**src/logic/port_regs.svh**
```systemverilog
/*
 * Register map, field positions and reset values of the port block:
 * the bank of pin direction registers and the two-pin port registers.
 * Assumes it is included by bare name from the package and the testbench files; the guard skips repeats.
 */
`ifndef PORT_REGS_SVH
`define PORT_REGS_SVH

// direction bank: printed indices, byte address is four times the index
`define DIR_IDX_P0 20'hFFF20
`define DIR_IDX_P1 20'hFFF21
`define DIR_IDX_P2 20'hFFF22
`define DIR_IDX_P3 20'hFFF23
`define DIR_IDX_P4 20'hFFF24
`define DIR_IDX_P5 20'hFFF25
`define DIR_IDX_P6 20'hFFF26
`define DIR_IDX_P7 20'hFFF27
`define DIR_IDX_P8 20'hFFF28
`define DIR_IDX_P11 20'hFFF2B
`define DIR_IDX_P12 20'hFFF2C
`define DIR_IDX_P13 20'hFFF2D
`define DIR_IDX_P14 20'hFFF2E
`define DIR_IDX_P15 20'hFFF2F
// port data, pull-up and alternate-function control, indices of our own
`define IDX_P3_DATA 20'hFFF30
`define IDX_P3_PULLUP 20'hFFF31
`define IDX_ALT_CTRL 20'hFFF32

// reset values
`define DIR_RESET 8'hFF
`define DIR13_RESET 8'hFE
`define DATA_RESET 8'h00
`define PULLUP_RESET 8'h00
`define ALT_RESET 8'h00

// fixed bits of direction registers: mask of fixed bits and their value
`define FIX_MASK_P0 8'h80
`define FIX_VAL_P0 8'h80
`define FIX_MASK_P3 8'hFC
`define FIX_VAL_P3 8'hFC
`define FIX_MASK_P11 8'hFC
`define FIX_VAL_P11 8'hFC
`define FIX_MASK_P12 8'hFE
`define FIX_VAL_P12 8'hFE
`define FIX_MASK_P13 8'hFD
`define FIX_VAL_P13 8'hFC
`define FIX_MASK_P14 8'hC0
`define FIX_VAL_P14 8'hC0
`define FIX_MASK_NONE 8'h00

// alternate control fields
`define ALT_TOUT_LEVEL 0
`define ALT_TOUT_EN 1
`define ALT_RCLK_EN 2

`endif

```
**src/logic/port_pkg.sv**
```systemverilog
/*
 * Types shared by the port block.
 * Assumes port_regs.svh is available on the include path.
 */
package port_pkg;
  `include "port_regs.svh"
  typedef enum logic [1:0] {ph_idle, ph_write, ph_read} bus_phase_t;
  localparam int unsigned num_dir_regs = 14;
endpackage

```
**src/logic/two_bit_port.sv**
```systemverilog
/*
 * Two-pin general-purpose port with output latch, direction and pull-up
 * select, the bank of direction registers, and the alternate functions
 * of the pins, behind an AHB-Lite slave with zero wait states.
 * Assumes a single 200 MHz clock, pins arriving asynchronously.
 */
// Chosen here: register access over AHB-Lite.
// How it works
// RULE_01 - two bidirectional pins, each with an output latch
// RULE_02 - one direction bit per pin, independently selectable
// RULE_03 - pull-up select bit per pin, active only in input mode
// RULE_04 - reset leaves both pins input with drivers off
// RULE_05 - pins also serve interrupt inputs, timer I/O, correction clock
// RULE_06 - software keeps timer ch3 level and enable zero for plain pin 1
// RULE_07 - software keeps correction clock enable zero for plain pin 0
// RULE_08 - direction bit zero means output, driver drives the latch
// RULE_09 - direction bit one means input, driver off
// RULE_10 - software writes fixed bits of direction registers as documented
// RULE_11 - data read returns pin level for inputs, latch for outputs
`timescale 1ns/1ps
module two_bit_port
  import port_pkg::*;
(
  input wire logic hclk,
  input wire logic hresetn,
  input wire logic hsel,
  input wire logic [31:0] haddr,
  input wire logic [1:0] htrans,
  input wire logic hwrite,
  input wire logic [2:0] hsize,
  input wire logic [31:0] hwdata,
  input wire logic hready,
  output logic [31:0] hrdata,
  output logic hreadyout,
  output logic hresp,
  input wire logic [1:0] port3_pin_in,
  output logic [1:0] port3_pin_out,
  output logic [1:0] port3_pin_oe,
  output logic [1:0] port3_pullup_en,
  input wire logic timer_ch3_out,
  input wire logic rtc_correction_clock,
  output logic timer_ch3_input,
  output logic ext_irq_input_a,
  output logic ext_irq_input_b,
  output logic [7:0] port0_direction_out
);

  // direction bank storage, one byte per printed register
  logic [7:0] dir_bank [num_dir_regs];
  logic [7:0] port3_data_latch;
  logic [7:0] port3_pullup_select;
  logic [7:0] alt_ctrl;
  bus_phase_t phase;
  logic [4:0] phase_sel;
  logic [1:0] pin_meta;
  logic [1:0] pin_sync;

  // table lookups: word address to bank slot, slot to fixed-bit pattern
  function automatic logic [4:0] slot_of(input logic [29:0] widx);
    case (widx[19:0])
      `DIR_IDX_P0: slot_of = 5'h00;
      `DIR_IDX_P1: slot_of = 5'h01;
      `DIR_IDX_P2: slot_of = 5'h02;
      `DIR_IDX_P3: slot_of = 5'h03;
      `DIR_IDX_P4: slot_of = 5'h04;
      `DIR_IDX_P5: slot_of = 5'h05;
      `DIR_IDX_P6: slot_of = 5'h06;
      `DIR_IDX_P7: slot_of = 5'h07;
      `DIR_IDX_P8: slot_of = 5'h08;
      `DIR_IDX_P11: slot_of = 5'h09;
      `DIR_IDX_P12: slot_of = 5'h0A;
      `DIR_IDX_P13: slot_of = 5'h0B;
      `DIR_IDX_P14: slot_of = 5'h0C;
      `DIR_IDX_P15: slot_of = 5'h0D;
      `IDX_P3_DATA: slot_of = 5'h10;
      `IDX_P3_PULLUP: slot_of = 5'h11;
      `IDX_ALT_CTRL: slot_of = 5'h12;
      default: slot_of = 5'h1F;
    endcase
    if (widx[29:20] != 10'h000)
      slot_of = 5'h1F;
  endfunction

  function automatic logic [15:0] fixed_of(input logic [4:0] slot);
    case (slot)
      5'h00: fixed_of = {`FIX_MASK_P0, `FIX_VAL_P0};
      5'h03: fixed_of = {`FIX_MASK_P3, `FIX_VAL_P3};
      5'h09: fixed_of = {`FIX_MASK_P11, `FIX_VAL_P11};
      5'h0A: fixed_of = {`FIX_MASK_P12, `FIX_VAL_P12};
      5'h0B: fixed_of = {`FIX_MASK_P13, `FIX_VAL_P13};
      5'h0C: fixed_of = {`FIX_MASK_P14, `FIX_VAL_P14};
      default: fixed_of = {`FIX_MASK_NONE, `FIX_MASK_NONE};
    endcase
  endfunction

  function automatic logic [7:0] dir_reset_of(input int idx);
    dir_reset_of = (idx == 11) ? `DIR13_RESET : `DIR_RESET;
  endfunction

  // bus decode of the address phase
  wire addr_valid = hsel & hready & htrans[1];
  wire [4:0] addr_slot = slot_of(haddr[31:2]);

  // the slave never stalls and always answers OKAY
  assign hreadyout = 1'b1;
  assign hresp = 1'b0;

  // address phase capture; data phase follows one cycle later
  always_ff @(posedge hclk or negedge hresetn)
  begin
    if (!hresetn)
    begin
      phase <= ph_idle;
      phase_sel <= 5'h1F;
    end
    else
    begin
      phase <= !addr_valid ? ph_idle : (hwrite ? ph_write : ph_read);
      phase_sel <= addr_slot;
    end
  end

  wire do_write = (phase == ph_write);
  wire do_read = (phase == ph_read);
  wire [15:0] fix = fixed_of(phase_sel);
  // fixed bits are forced so software cannot break the unimplemented pins
  wire [7:0] wr_byte = (hwdata[7:0] & ~fix[15:8]) | fix[7:0]; // [RULE_10]

  // direction bank; reset puts every pin in input mode except bit 0 of P13
  for (genvar g = 0; g < num_dir_regs; g++)
  begin : g_dir
    always_ff @(posedge hclk or negedge hresetn)
    begin
      if (!hresetn)
        dir_bank[g] <= dir_reset_of(g); // [RULE_04]
      else if (do_write && phase_sel == 5'(g))
        dir_bank[g] <= wr_byte; // [RULE_02]
    end
  end

  // port latch, pull-up select and alternate-function control
  always_ff @(posedge hclk or negedge hresetn)
  begin
    if (!hresetn)
    begin
      port3_data_latch <= `DATA_RESET;
      port3_pullup_select <= `PULLUP_RESET;
      alt_ctrl <= `ALT_RESET;
    end
    else if (do_write)
    begin
      case (phase_sel)
        5'h10: port3_data_latch <= {6'h00, hwdata[1:0]}; // [RULE_01]
        5'h11: port3_pullup_select <= {6'h00, hwdata[1:0]}; // [RULE_03]
        5'h12: alt_ctrl <= {5'h00, hwdata[2:0]};
        default: ;
      endcase
    end
  end

  // two-stage synchroniser on the pin inputs
  always_ff @(posedge hclk or negedge hresetn)
  begin
    if (!hresetn)
    begin
      pin_meta <= 2'h0;
      pin_sync <= 2'h0;
    end
    else
    begin
      pin_meta <= port3_pin_in;
      pin_sync <= pin_meta;
    end
  end

  // direction and alternate selection per pin
  wire [1:0] pin_is_input = dir_bank[3][1:0];
  wire tout_active = alt_ctrl[`ALT_TOUT_EN];
  wire rclk_active = alt_ctrl[`ALT_RCLK_EN];
  // the timer output level only matters while its enable is set
  wire pin1_alt_val = alt_ctrl[`ALT_TOUT_LEVEL] ? 1'b1 : timer_ch3_out;
  wire [1:0] drive_val =
    {tout_active ? pin1_alt_val : port3_data_latch[1],
     rclk_active ? rtc_correction_clock : port3_data_latch[0]}; // [RULE_05]

  // zero drives, one floats; the alternate functions ride on output mode
  assign port3_pin_oe = ~pin_is_input; // [RULE_08] [RULE_09]
  assign port3_pin_out = drive_val & port3_pin_oe; // [RULE_01]
  assign port3_pullup_en =
    pin_is_input & port3_pullup_select[1:0]; // [RULE_03]

  // alternate inputs always see the synchronised pin level
  assign ext_irq_input_a = pin_sync[0]; // [RULE_05]
  assign ext_irq_input_b = pin_sync[1];
  assign timer_ch3_input = pin_sync[1];
  assign port0_direction_out = dir_bank[0];

  // read mux: input pins show the pin, output pins show the latch
  wire [1:0] data_view = (pin_is_input & pin_sync) |
    (~pin_is_input & port3_data_latch[1:0]); // [RULE_11]
  wire [7:0] rd_byte =
    (phase_sel < 5'(num_dir_regs)) ? dir_bank[phase_sel[3:0]] :
    (phase_sel == 5'h10) ? {6'h00, data_view} :
    (phase_sel == 5'h11) ? port3_pullup_select :
    (phase_sel == 5'h12) ? alt_ctrl : 8'h00;

  // read data is combinational from registers during the data phase
  assign hrdata = do_read ? {24'h000000, rd_byte} : 32'h00000000;

  // the slot decode holds at most sixteen direction registers
  if (num_dir_regs > 16)
  begin : g_size_check
    $error("direction bank too large for slot decode");
  end

endmodule

```
**config.mk**
```make
export PLATFORM = sky130hd
export DESIGN_NAME = two_bit_port
export DESIGN_NICKNAME = d
export VERILOG_FILES = /design/src/logic/port_pkg.sv /design/src/logic/two_bit_port.sv
export VERILOG_INCLUDE_DIRS = /design/src /design/src/logic
export SDC_FILE = /design/constraint.sdc
export NUM_CORES = 1
export LEC_CHECK = 0
export BUFFER_PORTS_ARGS = -buffer_cell sky130_fd_sc_hd__buf_2
export CAP_MARGIN = 20
export CORE_AREA = 5 5 131 95
export CTS_CLUSTER_DIAMETER = 100
export DETAILED_ROUTE_END_ITERATION = 6
export DIE_AREA = 0 0 136 100
export PLACE_DENSITY = 0.88
export SLEW_MARGIN = 20
export SYNTH_ARGS = -nofsm -noshare
export SYNTH_HDL_FRONTEND = slang
export SYNTH_SLANG_ARGS = --single-unit
```
**constraint.sdc**
```tcl
create_clock -name hclk -period 5.58 [get_ports hclk]
set_input_delay 1.116 -clock hclk [delete_from_list [all_inputs] [get_ports hclk]]
set_output_delay 1.116 -clock hclk [all_outputs]
set_load 0.005 [all_outputs]
```
==> impl_metrics.yaml <==
worst_setup_path:
  r2r_end: "dir_bank[46]"
  ff2ff_path_depth: 3
  cp.arrival_ns: 2.99
  rrSetupSlack_ns: 2.67
  path_cells: "buf_4 > mux4_2 > mux2i_1 > o22ai_1 > buf_2"
  cp_max_fo: 29
  path_class: "flop to output port"
  end_kind: "output port"
  rr_startpoint: "phase_sel[3]"
  worstSetupStartpointType: "flop"
  required_ns: 4.46
  slowest_stage: "dfstp_2"
  slowest_delay_ns: 1.05
grt:
  grt_max_degree: 83
  grt_pass1_wl_um: 24900
  gr-total-overflow: 0
  grt_pass1_vias: 4918
  grt_usage_pct: 23.7
  antenna_found_initial: 0
yosys:
  synth_common_cells: "dfstp_2, nand2_1, o21ai_0"
  yosysTopAreaCell: "dfstp_2"
  yosysSeqAreaShare_pct: 52.6
  yosys-top-cells-area: "dfstp_2, mux4_2, dfrtp_1"
  synth_top_area_share_pct: 47.1
  ys_seq_elements: 130
  synth_cells: 557
  syn_area_um2: 6460
  ys_types: 55
  synth-main-ff-cell: "dfstp_2"
  yosysWarnings: 0
  synth_edf_count: 0
  synth-async-reset-ratio_pct: 100
  synth_most_common_cell: "dfstp_2"
  syn_area_per_cell_um2: 11.6
timing:
  min_period_ns: 4.11
  relSlewSlack_pct: 32.3
  final_max_slew_viol_count: 0
  fin_ws_ns: 1.47
  post-route-period-util_pct: 73.6
  tns_ns: 0
  final-hold-violation-count: 0
  whs_ns: 0.358
  max_freq_mhz: 243
  worst_clock_skew_ns: 0.0106
  tightest_slew_ns: 1.01
  rsz0062_at_grt: "no"
  finalSetupViolCount: 0
cts:
  cts_sinks: 130
  cts_buffers: 17
  cts_buffer_depth: 2
  clkTransAtPathRegs_ns: 0.05
  cts_resized: 0
  cts_setup_buffers: 0
  cts_htree_levels: 4
  cts-root-buf: "clkbuf_16"
  cts_tree: "yes"
  clock_latency_ns: 0.41
  hold_buffers: 0
route:
  drc: 0
  wl_um: 15300
  first_pass_iters: 5
  drtIter0Drc: 439
  vias_per_cell: 5.88
  ant_nets: 0
  avgRoutedWirePerCell_um: 19.6
  num_vias: 4575
min_path:
  holdCritPathClass: "flop to flop"
  min_from: "pin_meta[0]"
  worstHoldPathCells: 0
  whs_endpoint: "pin_sync[0]"
die:
  dieArea_um2: 13600
  die_y_um: 100
  boundaryPins: 129
  die_x_um: 136
  start_util_pct: 59.1
  core_um2: 10900
  num_rows: 32
power_and_ir_drop:
  power.density_nw_per_um2: 292
  vdd_ir_drop_max_uv: 224
  leakage_uw: 0.00344
  p_total_uw: 2130
run:
  drv_cap: 0
cells_and_area:
  area_growth_pct: 13.0
  drive_above_1_share_pct: 45.6
  final_core_util_pct: 66.8
  final_nets: 691
  antenna_cells: 0
  fillCellCount: 825
placed_design:
  hpwl_um: 10400
  gp_congestion: 0.921
  pre_cts_ws_ns: 1.86
  numPortBuffers: 72
status:
  status: "completed"
[cells by family after synthesis]
| logic type | Yosys count | synth area share, % |
|---|---|---|
| fa+ha+maj | 1 | 0.174 |
| other cells | 2 | 0.116 |
| mux | 66 | 15.3 |
| simple gates | 174 | 14.3 |
| compound gates | 108 | 10.1 |
| buf+inv | 75 | 7.28 |
| flops | 130 | 52.6 |
| xor+xnor | 1 | 0.135 |
[worst max-delay path by stage]
stage | start | to | slack, ns | cells past startpoint
after CTS | phase_sel[0] | hrdata[5] | 1.43 | 5
after global placement | phase_sel[0] | hrdata[5] | 1.95 | 5
final | phase_sel[0] | hrdata[5] | 1.47 | 5
after detailed placement | phase_sel[0] | hrdata[5] | 1.86 | 5
after global routing | phase_sel[0] | hrdata[5] | 1.32 | 5
after floorplan | phase_sel[0] | hrdata[1] | 2.82 | 5
[power breakdown]
| part | internal [µW] | switching, µW |
|---|---|---|
| Combinational | 26.6 | 47.2 |
| Clock | 716 | 376 |
| Sequential | 960 | 5.61 |
| Total | 1700 | 429 |
[layer usage]
| layer | up-vias | global-route usage (%) | share of wire, % | wire length, µm |
|---|---|---|---|---|
| met5 | - | 0 | 0 | 0 |
| met4 | 0 | 7.36 | 1.3 | 201 |
| met3 | 24 | 7.57 | 9.4 | 1430 |
| met2 | 230 | 38.2 | 48 | 7350 |
| met1 | 2290 | 30.9 | 41 | 6270 |
| li1 | 2031 | - | - | - |
[sequential cells by signal, summed over array words and instances, names as in the netlist]
signal               flops
pin_sync                 2
dir_bank               104
port3_data_latch         2
phase                    2
alt_ctrl                 3
port3_pullup_select      2
port0_direction_out      8
pin_meta                 2
phase_sel                5
[critical path: cells and delay by family, from the launching register on]
family	cells	cell delay [ns]
compound gates	1	0.14
mux	2	0.80
buf+inv	2	0.58
flops	1	1.05
[cell type report]
| class | count | area (µm²) | area share, % |
|---|---|---|---|
| clock inverters | 4 | 70.1 | 0.959 |
| well taps | 153 | 191 | 2.62 |
| clock buffers | 27 | 514 | 7.04 |
| repair buffers | 77 | 402 | 5.50 |
| multi-input cells | 376 | 2690 | 36.8 |
| flip-flops and latches | 130 | 3400 | 46.5 |
| inverters | 11 | 41.3 | 0.565 |
[placed cells by master (no fill, tap or decap), types with 3 or more instances in the layout]
cell,count
clkbuf_16,18
nand4_1,5
mux2_2,22
nor2b_1,7
a31oi_2,4
inv_1,11
or2_2,10
and2_1,3
a22oi_1,3
nand2b_1,28
buf_2,72
buf_4,4
o21ai_1,3
nor2_1,26
clkbuf_8,3
dfrtp_1,14
a2bb2oi_1,6
nand2_1,57
mux4_2,23
clkbuf_1,6
a21oi_1,20
dfstp_2,116
or4_1,5
nand3b_1,4
o21ai_0,52
mux2i_1,20
nand3_1,10
conb_1,26
nor3_1,5
o22ai_1,6
[stage by stage]
step,area (µm²),std cells
2_1_floorplan,6560,581
3_3_place_gp,6710,746
3_5_place_dp,6710,746
4_1_cts,7290,777
5_1_grt,7310,778
6_report,7310,778
Note: power is estimated with default switching activity, not from simulation.
